[src/shared/uirs_pkg.sv]
// Package: register map, field positions, reset values and timing constants of the serial port.
package uirs_pkg;
  // Register indices; each register is one aligned word whose byte address is four times its index.
  localparam logic [15:0] ADDR_LINE_STATUS = 16'h4100;
  localparam logic [15:0] ADDR_TRANSMIT_BYTE = 16'h4101;
  localparam logic [15:0] ADDR_RECEIVE_BYTE = 16'h4102;
  localparam logic [15:0] ADDR_FRAME_FORMAT = 16'h4103;
  localparam logic [15:0] ADDR_TRANSFER_CONTROL = 16'h4104;
  localparam logic [15:0] ADDR_INFRARED_EXTENSION = 16'h4105;
  // Offset of each register from the first register index.
  localparam logic [2:0] IDX_STATUS = 3'h0;
  localparam logic [2:0] IDX_TXB = 3'h1;
  localparam logic [2:0] IDX_RXB = 3'h2;
  localparam logic [2:0] IDX_FMT = 3'h3;
  localparam logic [2:0] IDX_CTL = 3'h4;
  localparam logic [2:0] IDX_EXT = 3'h5;
  // Status bit positions.
  localparam int ST_TX_EMPTY = 0;
  localparam int ST_RX_READY = 1;
  localparam int ST_TX_BUSY = 2;
  localparam int ST_RX_SECOND = 3;
  localparam int ST_OVERRUN = 4;
  localparam int ST_PARITY = 5;
  localparam int ST_FRAMING = 6;
  // Format bit positions.
  localparam int FMT_EXT_CLK = 0;
  localparam int FMT_TWO_STOP = 1;
  localparam int FMT_ODD_PARITY = 2;
  localparam int FMT_PARITY_EN = 3;
  localparam int FMT_EIGHT_BIT = 4;
  // Control bit positions.
  localparam int CTL_PORT_EN = 0;
  localparam int CTL_RX_THRESH = 1;
  localparam int CTL_TX_IRQ_EN = 4;
  localparam int CTL_RX_IRQ_EN = 5;
  localparam int CTL_ERR_IRQ_EN = 6;
  // Extension bit positions.
  localparam int EXT_IR_MODE = 0;
  localparam int EXT_DET_LSB = 4;
  // Writable masks; reserved bits read zero.
  localparam logic [7:0] FMT_MASK = 8'h1F;
  localparam logic [7:0] CTL_MASK = 8'h73;
  localparam logic [7:0] EXT_MASK = 8'h71;
  localparam logic [7:0] ERR_MASK = 8'h70;
  // Reset values.
  localparam logic [7:0] RST_STATUS = 8'h01;
  localparam logic [7:0] RST_REG = 8'h00;
  // Transfer clock cycles per bit, and the infrared pulse and stretch figures.
  localparam int SCLK_PER_BIT = 16;
  localparam int IR_TX_PULSE = 3;
  localparam int IR_MIN_DET = 2;
  localparam int IR_STRETCH = 16;
  // AHB transfer type code for a non-sequential transfer.
  localparam logic [1:0] HTRANS_NONSEQ = 2'h2;
  // Receiver and transmitter states.
  typedef enum logic [1:0] {UIRS_IDLE, UIRS_DATA, UIRS_PAR, UIRS_STOP} uirs_state_e;
endpackage : uirs_pkg

[src/core/uirs_core.sv]
// Module: serial port with single interrupt request, infrared coding and status registers.
`timescale 1ns/100ps

// Summary of operation
// - One shared interrupt request output.
// - Buffer-to-shifter sets empty flag; optional pulse.
// - Receive pulse at one or two bytes.
// - Errors set flags, except parity on overrun; optional same-cycle pulse.
// - Extension bit 0 enables infrared coding.
// - Infrared low bit is 3/16 bit pulse.
// - Valid pulse two detect cycles; stretched sixteen.
// - Detect clock is clock over 2^field.
// - Infrared mode reuses all other behaviour.
// - Six byte registers 0x4100 to 0x4105.
// - Error flags cleared only by writing one.
// - Stop bit zero raises framing error.
// - Parity checked on load when enabled.
// - Overrun keeps buffer, discards shifter.
// - Second-byte flag sets, clears on read.
// - Status resets 0x01; buffer flags read-only.
// - Busy flag from load to end of send.
// - Ready flag set on load, cleared empty.
module uirs_core #(
  parameter int DET_SEL_WIDTH = 3
) (
  input wire logic CLK,
  input wire logic RESET,
  input wire logic HSEL,
  input wire logic [16:0] HADDR,
  input wire logic [1:0] HTRANS,
  input wire logic HWRITE,
  input wire logic [2:0] HSIZE,
  input wire logic [31:0] HWDATA,
  input wire logic HREADY,
  output logic [31:0] HRDATA,
  output logic HREADYOUT,
  output logic HRESP,
  input wire logic SCLK_INT,
  input wire logic SCLK_EXT,
  input wire logic SERIAL_IN,
  output logic SERIAL_OUT,
  output logic IRQ
);
  import uirs_pkg::*;

  // The detection divider tops out at 2^7, so the select must stay three bits.
  if (DET_SEL_WIDTH != 3) begin : g_bad_width
    $error("DET_SEL_WIDTH must be 3");
  end

  // Software registers.
  logic [7:0] fmt, next_fmt;
  logic [7:0] ctl, next_ctl;
  logic [7:0] ext, next_ext;
  logic [7:0] txb, next_txb;
  logic tx_empty, next_tx_empty;
  logic [2:0] err, next_err; // Overrun, parity, framing.
  // Receive FIFO of two bytes.
  logic [7:0] rx_mem [2];
  logic [7:0] next_rx0, next_rx1;
  logic [1:0] rx_cnt, next_rx_cnt;
  // AHB data-phase capture.
  logic wr_pend, next_wr_pend;
  logic [2:0] wr_idx, next_wr_idx;
  logic [31:0] rdata, next_rdata;
  logic irq, next_irq;
  // Transfer clock edge detect; the previous sample is a plain register, not a synchroniser.
  logic sclk_d, next_sclk_d;
  wire sclk_now = fmt[FMT_EXT_CLK] ? SCLK_EXT : SCLK_INT;
  wire tick = sclk_now & ~sclk_d;
  // Transmit state.
  uirs_state_e tx_st, next_tx_st;
  logic [10:0] tx_sh, next_tx_sh;
  logic [3:0] tx_bits, next_tx_bits;
  logic [3:0] tx_ph, next_tx_ph;
  logic tx_line, next_tx_line;
  // Receive state.
  uirs_state_e rx_st, next_rx_st;
  logic [7:0] rx_sh, next_rx_sh;
  logic [3:0] rx_bits, next_rx_bits;
  logic [3:0] rx_ph, next_rx_ph;
  logic rx_par, next_rx_par;
  // Infrared demodulator.
  logic [6:0] det_div, next_det_div;
  logic [1:0] low_run, next_low_run;
  logic [4:0] stretch, next_stretch;
  logic armed, next_armed;
  // Byte address to register offset; unaligned or unmapped words decode as absent.
  function automatic logic [3:0] reg_decode(input logic [16:0] a);
    logic [14:0] off;
    off = a[16:2] - 15'(ADDR_LINE_STATUS);
    reg_decode = (a[1:0] == 2'h0 && off <= 15'(IDX_EXT)) ? {1'b1, off[2:0]} : 4'h0;
  endfunction : reg_decode
  wire ir_on = ext[EXT_IR_MODE];
  wire [2:0] det_sel = ext[EXT_DET_LSB +: 3];
  wire [6:0] det_mask = 7'((8'h01 << det_sel) - 8'h01);
  wire det_tick = (det_div & det_mask) == 7'h00;
  wire rx_line = ir_on ? (stretch == 5'h00) : SERIAL_IN;
  wire [3:0] decoded = reg_decode(HADDR);
  wire take = HSEL & HREADY & (HTRANS == HTRANS_NONSEQ);
  wire rd_rx = take & ~HWRITE & decoded[3] & (decoded[2:0] == IDX_RXB);
  wire load_tx = (tx_st == UIRS_IDLE) & ~tx_empty & ctl[CTL_PORT_EN] & tick;
  // Parity slot of the outgoing frame; it doubles as a stop level when parity is off.
  wire tx_par = fmt[FMT_PARITY_EN] ?
                (^txb[6:0] ^ (fmt[FMT_EIGHT_BIT] & txb[7]) ^ fmt[FMT_ODD_PARITY]) : 1'b1;
  wire [7:0] rx_word = fmt[FMT_EIGHT_BIT] ? rx_sh : {1'b0, rx_sh[7:1]}; // 7-bit data sits high.
  logic rx_done, fr_err, par_err, ovr_err;
  // Zero-wait slave, always OKAY.
  assign HREADYOUT = 1'b1;
  assign HRESP = 1'b0;
  assign HRDATA = rdata;
  assign SERIAL_OUT = tx_line;
  assign IRQ = irq;
  // Status read-back.
  function automatic logic [7:0] status_byte(input logic e, input logic [1:0] c,
                                             input logic b, input logic [2:0] f);
    status_byte = {1'b0, f[0], f[1], f[2], c[1], b, c != 2'h0, e};
  endfunction : status_byte
  // same framing: the format register sets the frame in both modes.
  always_comb begin
    next_tx_st = tx_st;
    next_tx_sh = tx_sh;
    next_tx_bits = tx_bits;
    next_tx_ph = tx_ph;
    next_tx_line = tx_line;
    if (!ctl[CTL_PORT_EN]) begin
      next_tx_st = UIRS_IDLE;
      next_tx_line = 1'b1;
    end else if (load_tx) begin
      next_tx_st = UIRS_DATA;
      next_tx_sh = fmt[FMT_EIGHT_BIT] ? {2'b11, tx_par, txb} : {3'b111, tx_par, txb[6:0]};
      next_tx_bits = 4'(1 + 7 + fmt[FMT_EIGHT_BIT] + fmt[FMT_PARITY_EN] + 1
                        + fmt[FMT_TWO_STOP]);
      next_tx_ph = 4'h0;
      next_tx_line = 1'b0;
    end else if (tx_st != UIRS_IDLE && tick) begin
      next_tx_ph = tx_ph + 4'h1;
      if (tx_ph == 4'(SCLK_PER_BIT - 1)) begin
        next_tx_bits = tx_bits - 4'h1;
        next_tx_sh = {1'b1, tx_sh[10:1]};
        if (tx_bits == 4'h1) begin
          next_tx_st = UIRS_IDLE;
          next_tx_line = 1'b1;
        end else begin
          next_tx_line = tx_sh[0];
        end
      end
      if (ir_on && tx_ph == 4'(IR_TX_PULSE - 1) && tx_ph != 4'(SCLK_PER_BIT - 1)) begin
        next_tx_line = 1'b1;
      end
    end
  end
  // Receiver: samples mid-bit and checks parity and stop on completion.
  always_comb begin
    next_rx_st = rx_st;
    next_rx_sh = rx_sh;
    next_rx_bits = rx_bits;
    next_rx_ph = rx_ph;
    next_rx_par = rx_par;
    rx_done = 1'b0;
    fr_err = 1'b0;
    par_err = 1'b0;
    if (!ctl[CTL_PORT_EN]) begin
      next_rx_st = UIRS_IDLE;
    end else if (tick) begin
      next_rx_ph = rx_ph + 4'h1;
      case (rx_st)
        UIRS_IDLE: begin
          next_rx_ph = 4'h0;
          if (!rx_line) begin
            next_rx_st = UIRS_DATA;
            next_rx_bits = 4'h0;
            next_rx_ph = 4'h1;
          end
        end
        UIRS_DATA: begin
          if (rx_ph == 4'(SCLK_PER_BIT / 2 - 1) && rx_bits != 4'h0) begin
            next_rx_sh = {rx_line, rx_sh[7:1]};
          end
          if (rx_ph == 4'(SCLK_PER_BIT - 1)) begin
            next_rx_bits = rx_bits + 4'h1;
            if (rx_bits == (fmt[FMT_EIGHT_BIT] ? 4'h8 : 4'h7)) begin
              next_rx_st = fmt[FMT_PARITY_EN] ? UIRS_PAR : UIRS_STOP;
            end
          end
        end
        UIRS_PAR: begin
          if (rx_ph == 4'(SCLK_PER_BIT / 2 - 1)) begin
            next_rx_par = rx_line;
          end
          if (rx_ph == 4'(SCLK_PER_BIT - 1)) begin
            next_rx_st = UIRS_STOP;
          end
        end
        UIRS_STOP: begin
          // Only the first stop bit is checked; the second is idle time.
          if (rx_ph == 4'(SCLK_PER_BIT / 2 - 1)) begin
            next_rx_st = UIRS_IDLE;
            rx_done = 1'b1;
            fr_err = ~rx_line;
            par_err = fmt[FMT_PARITY_EN] &
                      ((^rx_sh[7:1] ^ (fmt[FMT_EIGHT_BIT] & rx_sh[0]) ^ rx_par)
                       != fmt[FMT_ODD_PARITY]);
          end
        end
        default: next_rx_st = UIRS_IDLE;
      endcase
    end
  end
  // Infrared demodulator: qualify lows on detect ticks, stretch valid ones.
  always_comb begin
    next_det_div = det_div + 7'h01;
    next_low_run = low_run;
    next_stretch = stretch;
    next_armed = armed;
    if (det_tick) begin
      if (SERIAL_IN) begin
        next_low_run = 2'h0;
        next_armed = 1'b1;
      end else if (low_run != 2'(IR_MIN_DET)) begin
        next_low_run = low_run + 2'h1;
      end
    end
    if (armed && low_run == 2'(IR_MIN_DET) && ir_on) begin
      next_stretch = 5'(IR_STRETCH);
      next_armed = 1'b0;
    end else if (stretch != 5'h00 && tick) begin
      next_stretch = stretch - 5'h01;
    end
  end
  // Registers, buffers, flags and the interrupt pulse.
  always_comb begin
    logic [7:0] w;
    logic [7:0] clr;
    w = HWDATA[7:0];
    clr = 8'h00;
    ovr_err = 1'b0;
    next_fmt = fmt;
    next_ctl = ctl;
    next_ext = ext;
    next_txb = txb;
    next_tx_empty = tx_empty;
    next_err = err;
    next_rx0 = rx_mem[0];
    next_rx1 = rx_mem[1];
    next_rx_cnt = rx_cnt;
    next_wr_pend = take & HWRITE & decoded[3];
    next_wr_idx = decoded[2:0];
    next_rdata = 32'h0000_0000;
    next_irq = 1'b0;
    next_sclk_d = sclk_now;
    if (take && !HWRITE && decoded[3]) begin
      case (decoded[2:0])
        IDX_STATUS: next_rdata = {24'h0, status_byte(tx_empty, rx_cnt, tx_st != UIRS_IDLE, err)};
        IDX_TXB: next_rdata = {24'h0, txb};
        IDX_RXB: next_rdata = {24'h0, rx_mem[0]};
        IDX_FMT: next_rdata = {24'h0, fmt};
        IDX_CTL: next_rdata = {24'h0, ctl};
        IDX_EXT: next_rdata = {24'h0, ext};
        default: next_rdata = 32'h0000_0000;
      endcase
    end
    if (rd_rx && rx_cnt != 2'h0) begin
      next_rx0 = rx_mem[1];
      next_rx_cnt = rx_cnt - 2'h1;
    end
    if (wr_pend) begin
      case (wr_idx)
        IDX_STATUS: clr = w & ERR_MASK;
        IDX_TXB: begin
          next_txb = w;
          next_tx_empty = 1'b0;
        end
        IDX_FMT: next_fmt = w & FMT_MASK;
        IDX_CTL: next_ctl = w & CTL_MASK;
        IDX_EXT: next_ext = w & EXT_MASK;
        default: next_txb = txb;
      endcase
    end
    next_err = err & ~{clr[ST_OVERRUN], clr[ST_PARITY], clr[ST_FRAMING]};
    // Disabling the port flushes the transmit buffer.
    if (!next_ctl[CTL_PORT_EN]) begin
      next_tx_empty = 1'b1;
    end
    if (load_tx) begin
      next_tx_empty = 1'b1;
      next_irq = ctl[CTL_TX_IRQ_EN];
    end
    if (rx_done) begin
      if (next_rx_cnt == 2'h2) begin
        ovr_err = 1'b1;
      end else begin
        if (next_rx_cnt == 2'h0) begin
          next_rx0 = rx_word;
        end else begin
          next_rx1 = rx_word;
        end
        next_rx_cnt = next_rx_cnt + 2'h1;
        if (ctl[CTL_RX_IRQ_EN] && (next_rx_cnt == (ctl[CTL_RX_THRESH] ? 2'h2 : 2'h1))) begin
          next_irq = 1'b1;
        end
      end
    end
    next_err = next_err | {ovr_err, par_err & ~ovr_err, fr_err};
    if ((ovr_err | par_err | fr_err) && ctl[CTL_ERR_IRQ_EN]) begin
      next_irq = 1'b1;
    end
  end

  // Register update; synchronous reset to documented values.
  always_ff @(posedge CLK) begin
    if (RESET) begin
      fmt <= RST_REG;
      ctl <= RST_REG;
      ext <= RST_REG;
      txb <= RST_REG;
      tx_empty <= RST_STATUS[ST_TX_EMPTY];
      err <= 3'h0;
      rx_mem[0] <= RST_REG;
      rx_mem[1] <= RST_REG;
      rx_cnt <= 2'h0;
      wr_pend <= 1'b0;
      wr_idx <= 3'h0;
      rdata <= 32'h0000_0000;
      irq <= 1'b0;
      sclk_d <= 1'b0;
      tx_st <= UIRS_IDLE;
      tx_sh <= 11'h7FF;
      tx_bits <= 4'h0;
      tx_ph <= 4'h0;
      tx_line <= 1'b1;
      rx_st <= UIRS_IDLE;
      rx_sh <= 8'h00;
      rx_bits <= 4'h0;
      rx_ph <= 4'h0;
      rx_par <= 1'b0;
      det_div <= 7'h00;
      low_run <= 2'h0;
      stretch <= 5'h00;
      armed <= 1'b1;
    end else begin
      fmt <= next_fmt;
      ctl <= next_ctl;
      ext <= next_ext;
      txb <= next_txb;
      tx_empty <= next_tx_empty;
      err <= next_err;
      rx_mem[0] <= next_rx0;
      rx_mem[1] <= next_rx1;
      rx_cnt <= next_rx_cnt;
      wr_pend <= next_wr_pend;
      wr_idx <= next_wr_idx;
      rdata <= next_rdata;
      irq <= next_irq;
      sclk_d <= next_sclk_d;
      tx_st <= next_tx_st;
      tx_sh <= next_tx_sh;
      tx_bits <= next_tx_bits;
      tx_ph <= next_tx_ph;
      tx_line <= next_tx_line;
      rx_st <= next_rx_st;
      rx_sh <= next_rx_sh;
      rx_bits <= next_rx_bits;
      rx_ph <= next_rx_ph;
      rx_par <= next_rx_par;
      det_div <= next_det_div;
      low_run <= next_low_run;
      stretch <= next_stretch;
      armed <= next_armed;
    end
  end
endmodule : uirs_core

[config.mk]
export PLATFORM = sky130hd
export DESIGN_NAME = uirs_core
export DESIGN_NICKNAME = d
export VERILOG_FILES = /design/src/shared/uirs_pkg.sv /design/src/core/uirs_core.sv
export SDC_FILE = /design/constraint.sdc
export NUM_CORES = 1
export LEC_CHECK = 0
export BUFFER_PORTS_ARGS = -buffer_cell sky130_fd_sc_hd__buf_2
export CAP_MARGIN = 25
export CORE_UTILIZATION = 40
export DETAILED_ROUTE_END_ITERATION = 6
export PLACE_DENSITY_LB_ADDON = 0.15
export SETUP_SLACK_MARGIN = 0.15
export SLEW_MARGIN = 20
export SYNTH_ARGS = -nofsm -noshare
export SYNTH_HDL_FRONTEND = slang
export SYNTH_SLANG_ARGS = --single-unit
[constraint.sdc]
create_clock -name CLK -period 5.2 [get_ports CLK]
set_input_delay 0.26 -clock CLK [delete_from_list [all_inputs] [get_ports CLK]]
set_output_delay 0.26 -clock CLK [all_outputs]
set_load 0.05 [all_outputs]
==> flow_summary.ini <==
[status]
status = completed

[cts]
tritoncts = yes
cts-htree-levels = 3
clk-insertion-delay-late_ps = 360
path_clk_slew_ps = 70
cts_buffer_depth = 2
cts_sinks = 111
cts_resized = 0
numCtsBuffers = 9
post_cts_buffers = 0
cts_root_buffer = clkbuf_16
ctsHoldBuffers = 0

[yosys]
netlist_area_sq_um = 6123
synth_area_leader_cell = dfxtp_1
synth_flop_cell = dfxtp_1
synth_top_cell_area_share_pct = 36.29
ys_types = 72
synth.avg_cell_area_sq_um = 8.760
synth_seq_area_share_pct = 36.29
syn_inst = 699
async_flop_share_pct = 0
synth-seq-cells = 111
ys_warn_count = 0
synth_area_leaders = dfxtp_1, mux2i_1, nor2_1
synth_edf_count = 0

[power_and_ir_drop]
power_density_nw_per_um2 = 261.5
p_leak_nw = 2.657
vdd_ir_drop_max_v = 0.0001761

[sta]
fin_tns_setup_ps = 0
finClkSkew_ps = 8.754
timing.fmax_mhz = 265.6
rsz0062_at_grt = false
finalSetupViolCount = 0
finalHoldViolations = 0
hold-worst-slack_ps = 155.8
slew_headroom_pct = 47.35
worst_slew_pin_slew_ps = 787.4
min_period_over_period_pct = 72.42
final-max-slew-violation-count = 0
fin_crit_ps = 3766

[global_route]
gr-total-overflow = 0
grt_antenna_before_repair = 0
grt_use_met3_pct = 4.206
grt_max_degree = 60
use_met2_pct = 31.93
grt_pass1_wl_um = 23760
gr-max-usage-layer = met2
grtUsageMet1_pct = 25.01
grt_pass1_vias = 4708
gr-usage-all-layers_pct = 19.08

[die]
ioPinCount = 98
core_area_sq_um = 14750
fp.dieH_um = 125.7
die_x_um = 125.7
start_util_pct = 41.50
num_rows = 44
die_area_sq_um = 15810

[worst_setup_path]
cp.arrival_ps = 4070
path_max_fanout = 10
endpoint_kind = register
cp-start-kind = register
path_class = reg -> reg
required_ps = 5500

[place]
hpwl_um = 10630
gp_congestion = 0.7999
io_buffers = 44

[layout]
syn_to_final_growth_pct = 8.725
final_cell_mix = dfxtp_1, nor2_1, nand2_1
nets = 807
drive_gt1_share_pct = 11.19
insertedDiodeCount = 0
final_util_pct = 45.12
final_common_cell = dfxtp_1

[routing]
vias_per_cell = 5.488
firstDrtPassIters = 4
num_vias = 4983
ant_nets = 0
routed_wl_um = 14550
first_iter_violations = 229
routedWlPerCell_um = 16.03
drc = 0

[min_path]
min_path_type = in -> reg

[job]
cap_violations = 0
## kinds of logic after synthesis
logic type      share of synthesized area, %
simple gates                           21.52
compound gates                         15.43
flops                                  36.29
buf+inv                                6.886
mux                                    10.89
xor+xnor                               4.168
fa+ha+maj                              4.700
other cells                           0.1226
## stage by stage
stage	instances	total power [W]	worst slack (ps)	cell area (sq um)
floorplan	723	0.001020	2523	6213
global placement	894	0.001034	1304	6354
detailed placement	894	0.001039	1253	6354
CTS	907	0.001766	1436	6653
global route	908	0.001808	1139	6658
finish	908	0.001741	1434	6658
## where the power goes
group,switching (W),internal (W),total [W]
Combinational,0.000106,0.0000430,0.000149
Sequential,0.0000100,0.000860,0.000870
Clock,0.000308,0.000414,0.000722
## path summary, 6_finish.rpt
path | start | end | depth (start not counted) | slack [ps]
worst max-delay path | rx_cnt[0]$_SDFF_PP0_ | IRQ$_SDFF_PP0_ | 12 | 1430
worst min-delay path | HWDATA[2] | txb[2]$_SDFFE_PP0P_ | 3 | 160
worst max register to register | rx_cnt[0]$_SDFF_PP0_ | IRQ$_SDFF_PP0_ | 12 | 1430
worst min register to register | low_run[0]$_SDFFE_PP0P_ | low_run[0]$_SDFFE_PP0P_ | 1 | 460
## routing by layer
metal	vias to the layer above	wire length (um)
met1	2411	7140
met5	-	0
li1	2486	-
met2	77	6849
met4	0	125
met3	9	439
## critical path: stages, from the launching register on
cell and delay (ps):
dfxtp_1 390, inv_1 120, ha_1 280, nor4_4 320
nand4_1 660, mux2_2 480, inv_1 50, ha_1 310
nand4bb_1 230, nor4_1 340, o21ai_0 160, mux2i_1 220
a211o_1 130
## synthesized netlist by cell type (7+ instances only)
cell	instances
mux2i_1	46
buf_4	26
nor3b_1	8
nand3_1	18
nand2b_1	10
a31oi_1	9
clkbuf_1	29
ha_1	23
mux2_4	7
a211o_1	9
inv_1	25
nor4bb_1	8
a211oi_1	14
nor2_1	77
nor2b_1	14
o21ai_0	25
xnor2_1	18
nand2_1	53
mux2_2	7
a21oi_1	41
dfxtp_1	111
nor3_1	13
## state kept, by name, indices dropped and copies added, names as in the netlist, 3 cells and up
register and flops:
HRDATA 8, ctl 5, det_div 7, err 3
ext 4, fmt 5, rx_bits 4, rx_mem 16
rx_ph 4, rx_sh 8, stretch 5, tx_bits 4
tx_ph 4, tx_sh 9, txb 8, wr_idx 3
## layout make-up
cell class,instances,area [sq um]
Inverter,25,93.84
Sequential cell,111,2222
Clock buffer,9,225.2
Timing Repair Buffer,47,242.7
Multi-Input combinational cell,528,3570
Tap cell,184,230.2
Clock inverter,4,73.82
Fill cell,1477,8097
(Power assumes the default switching activity.)
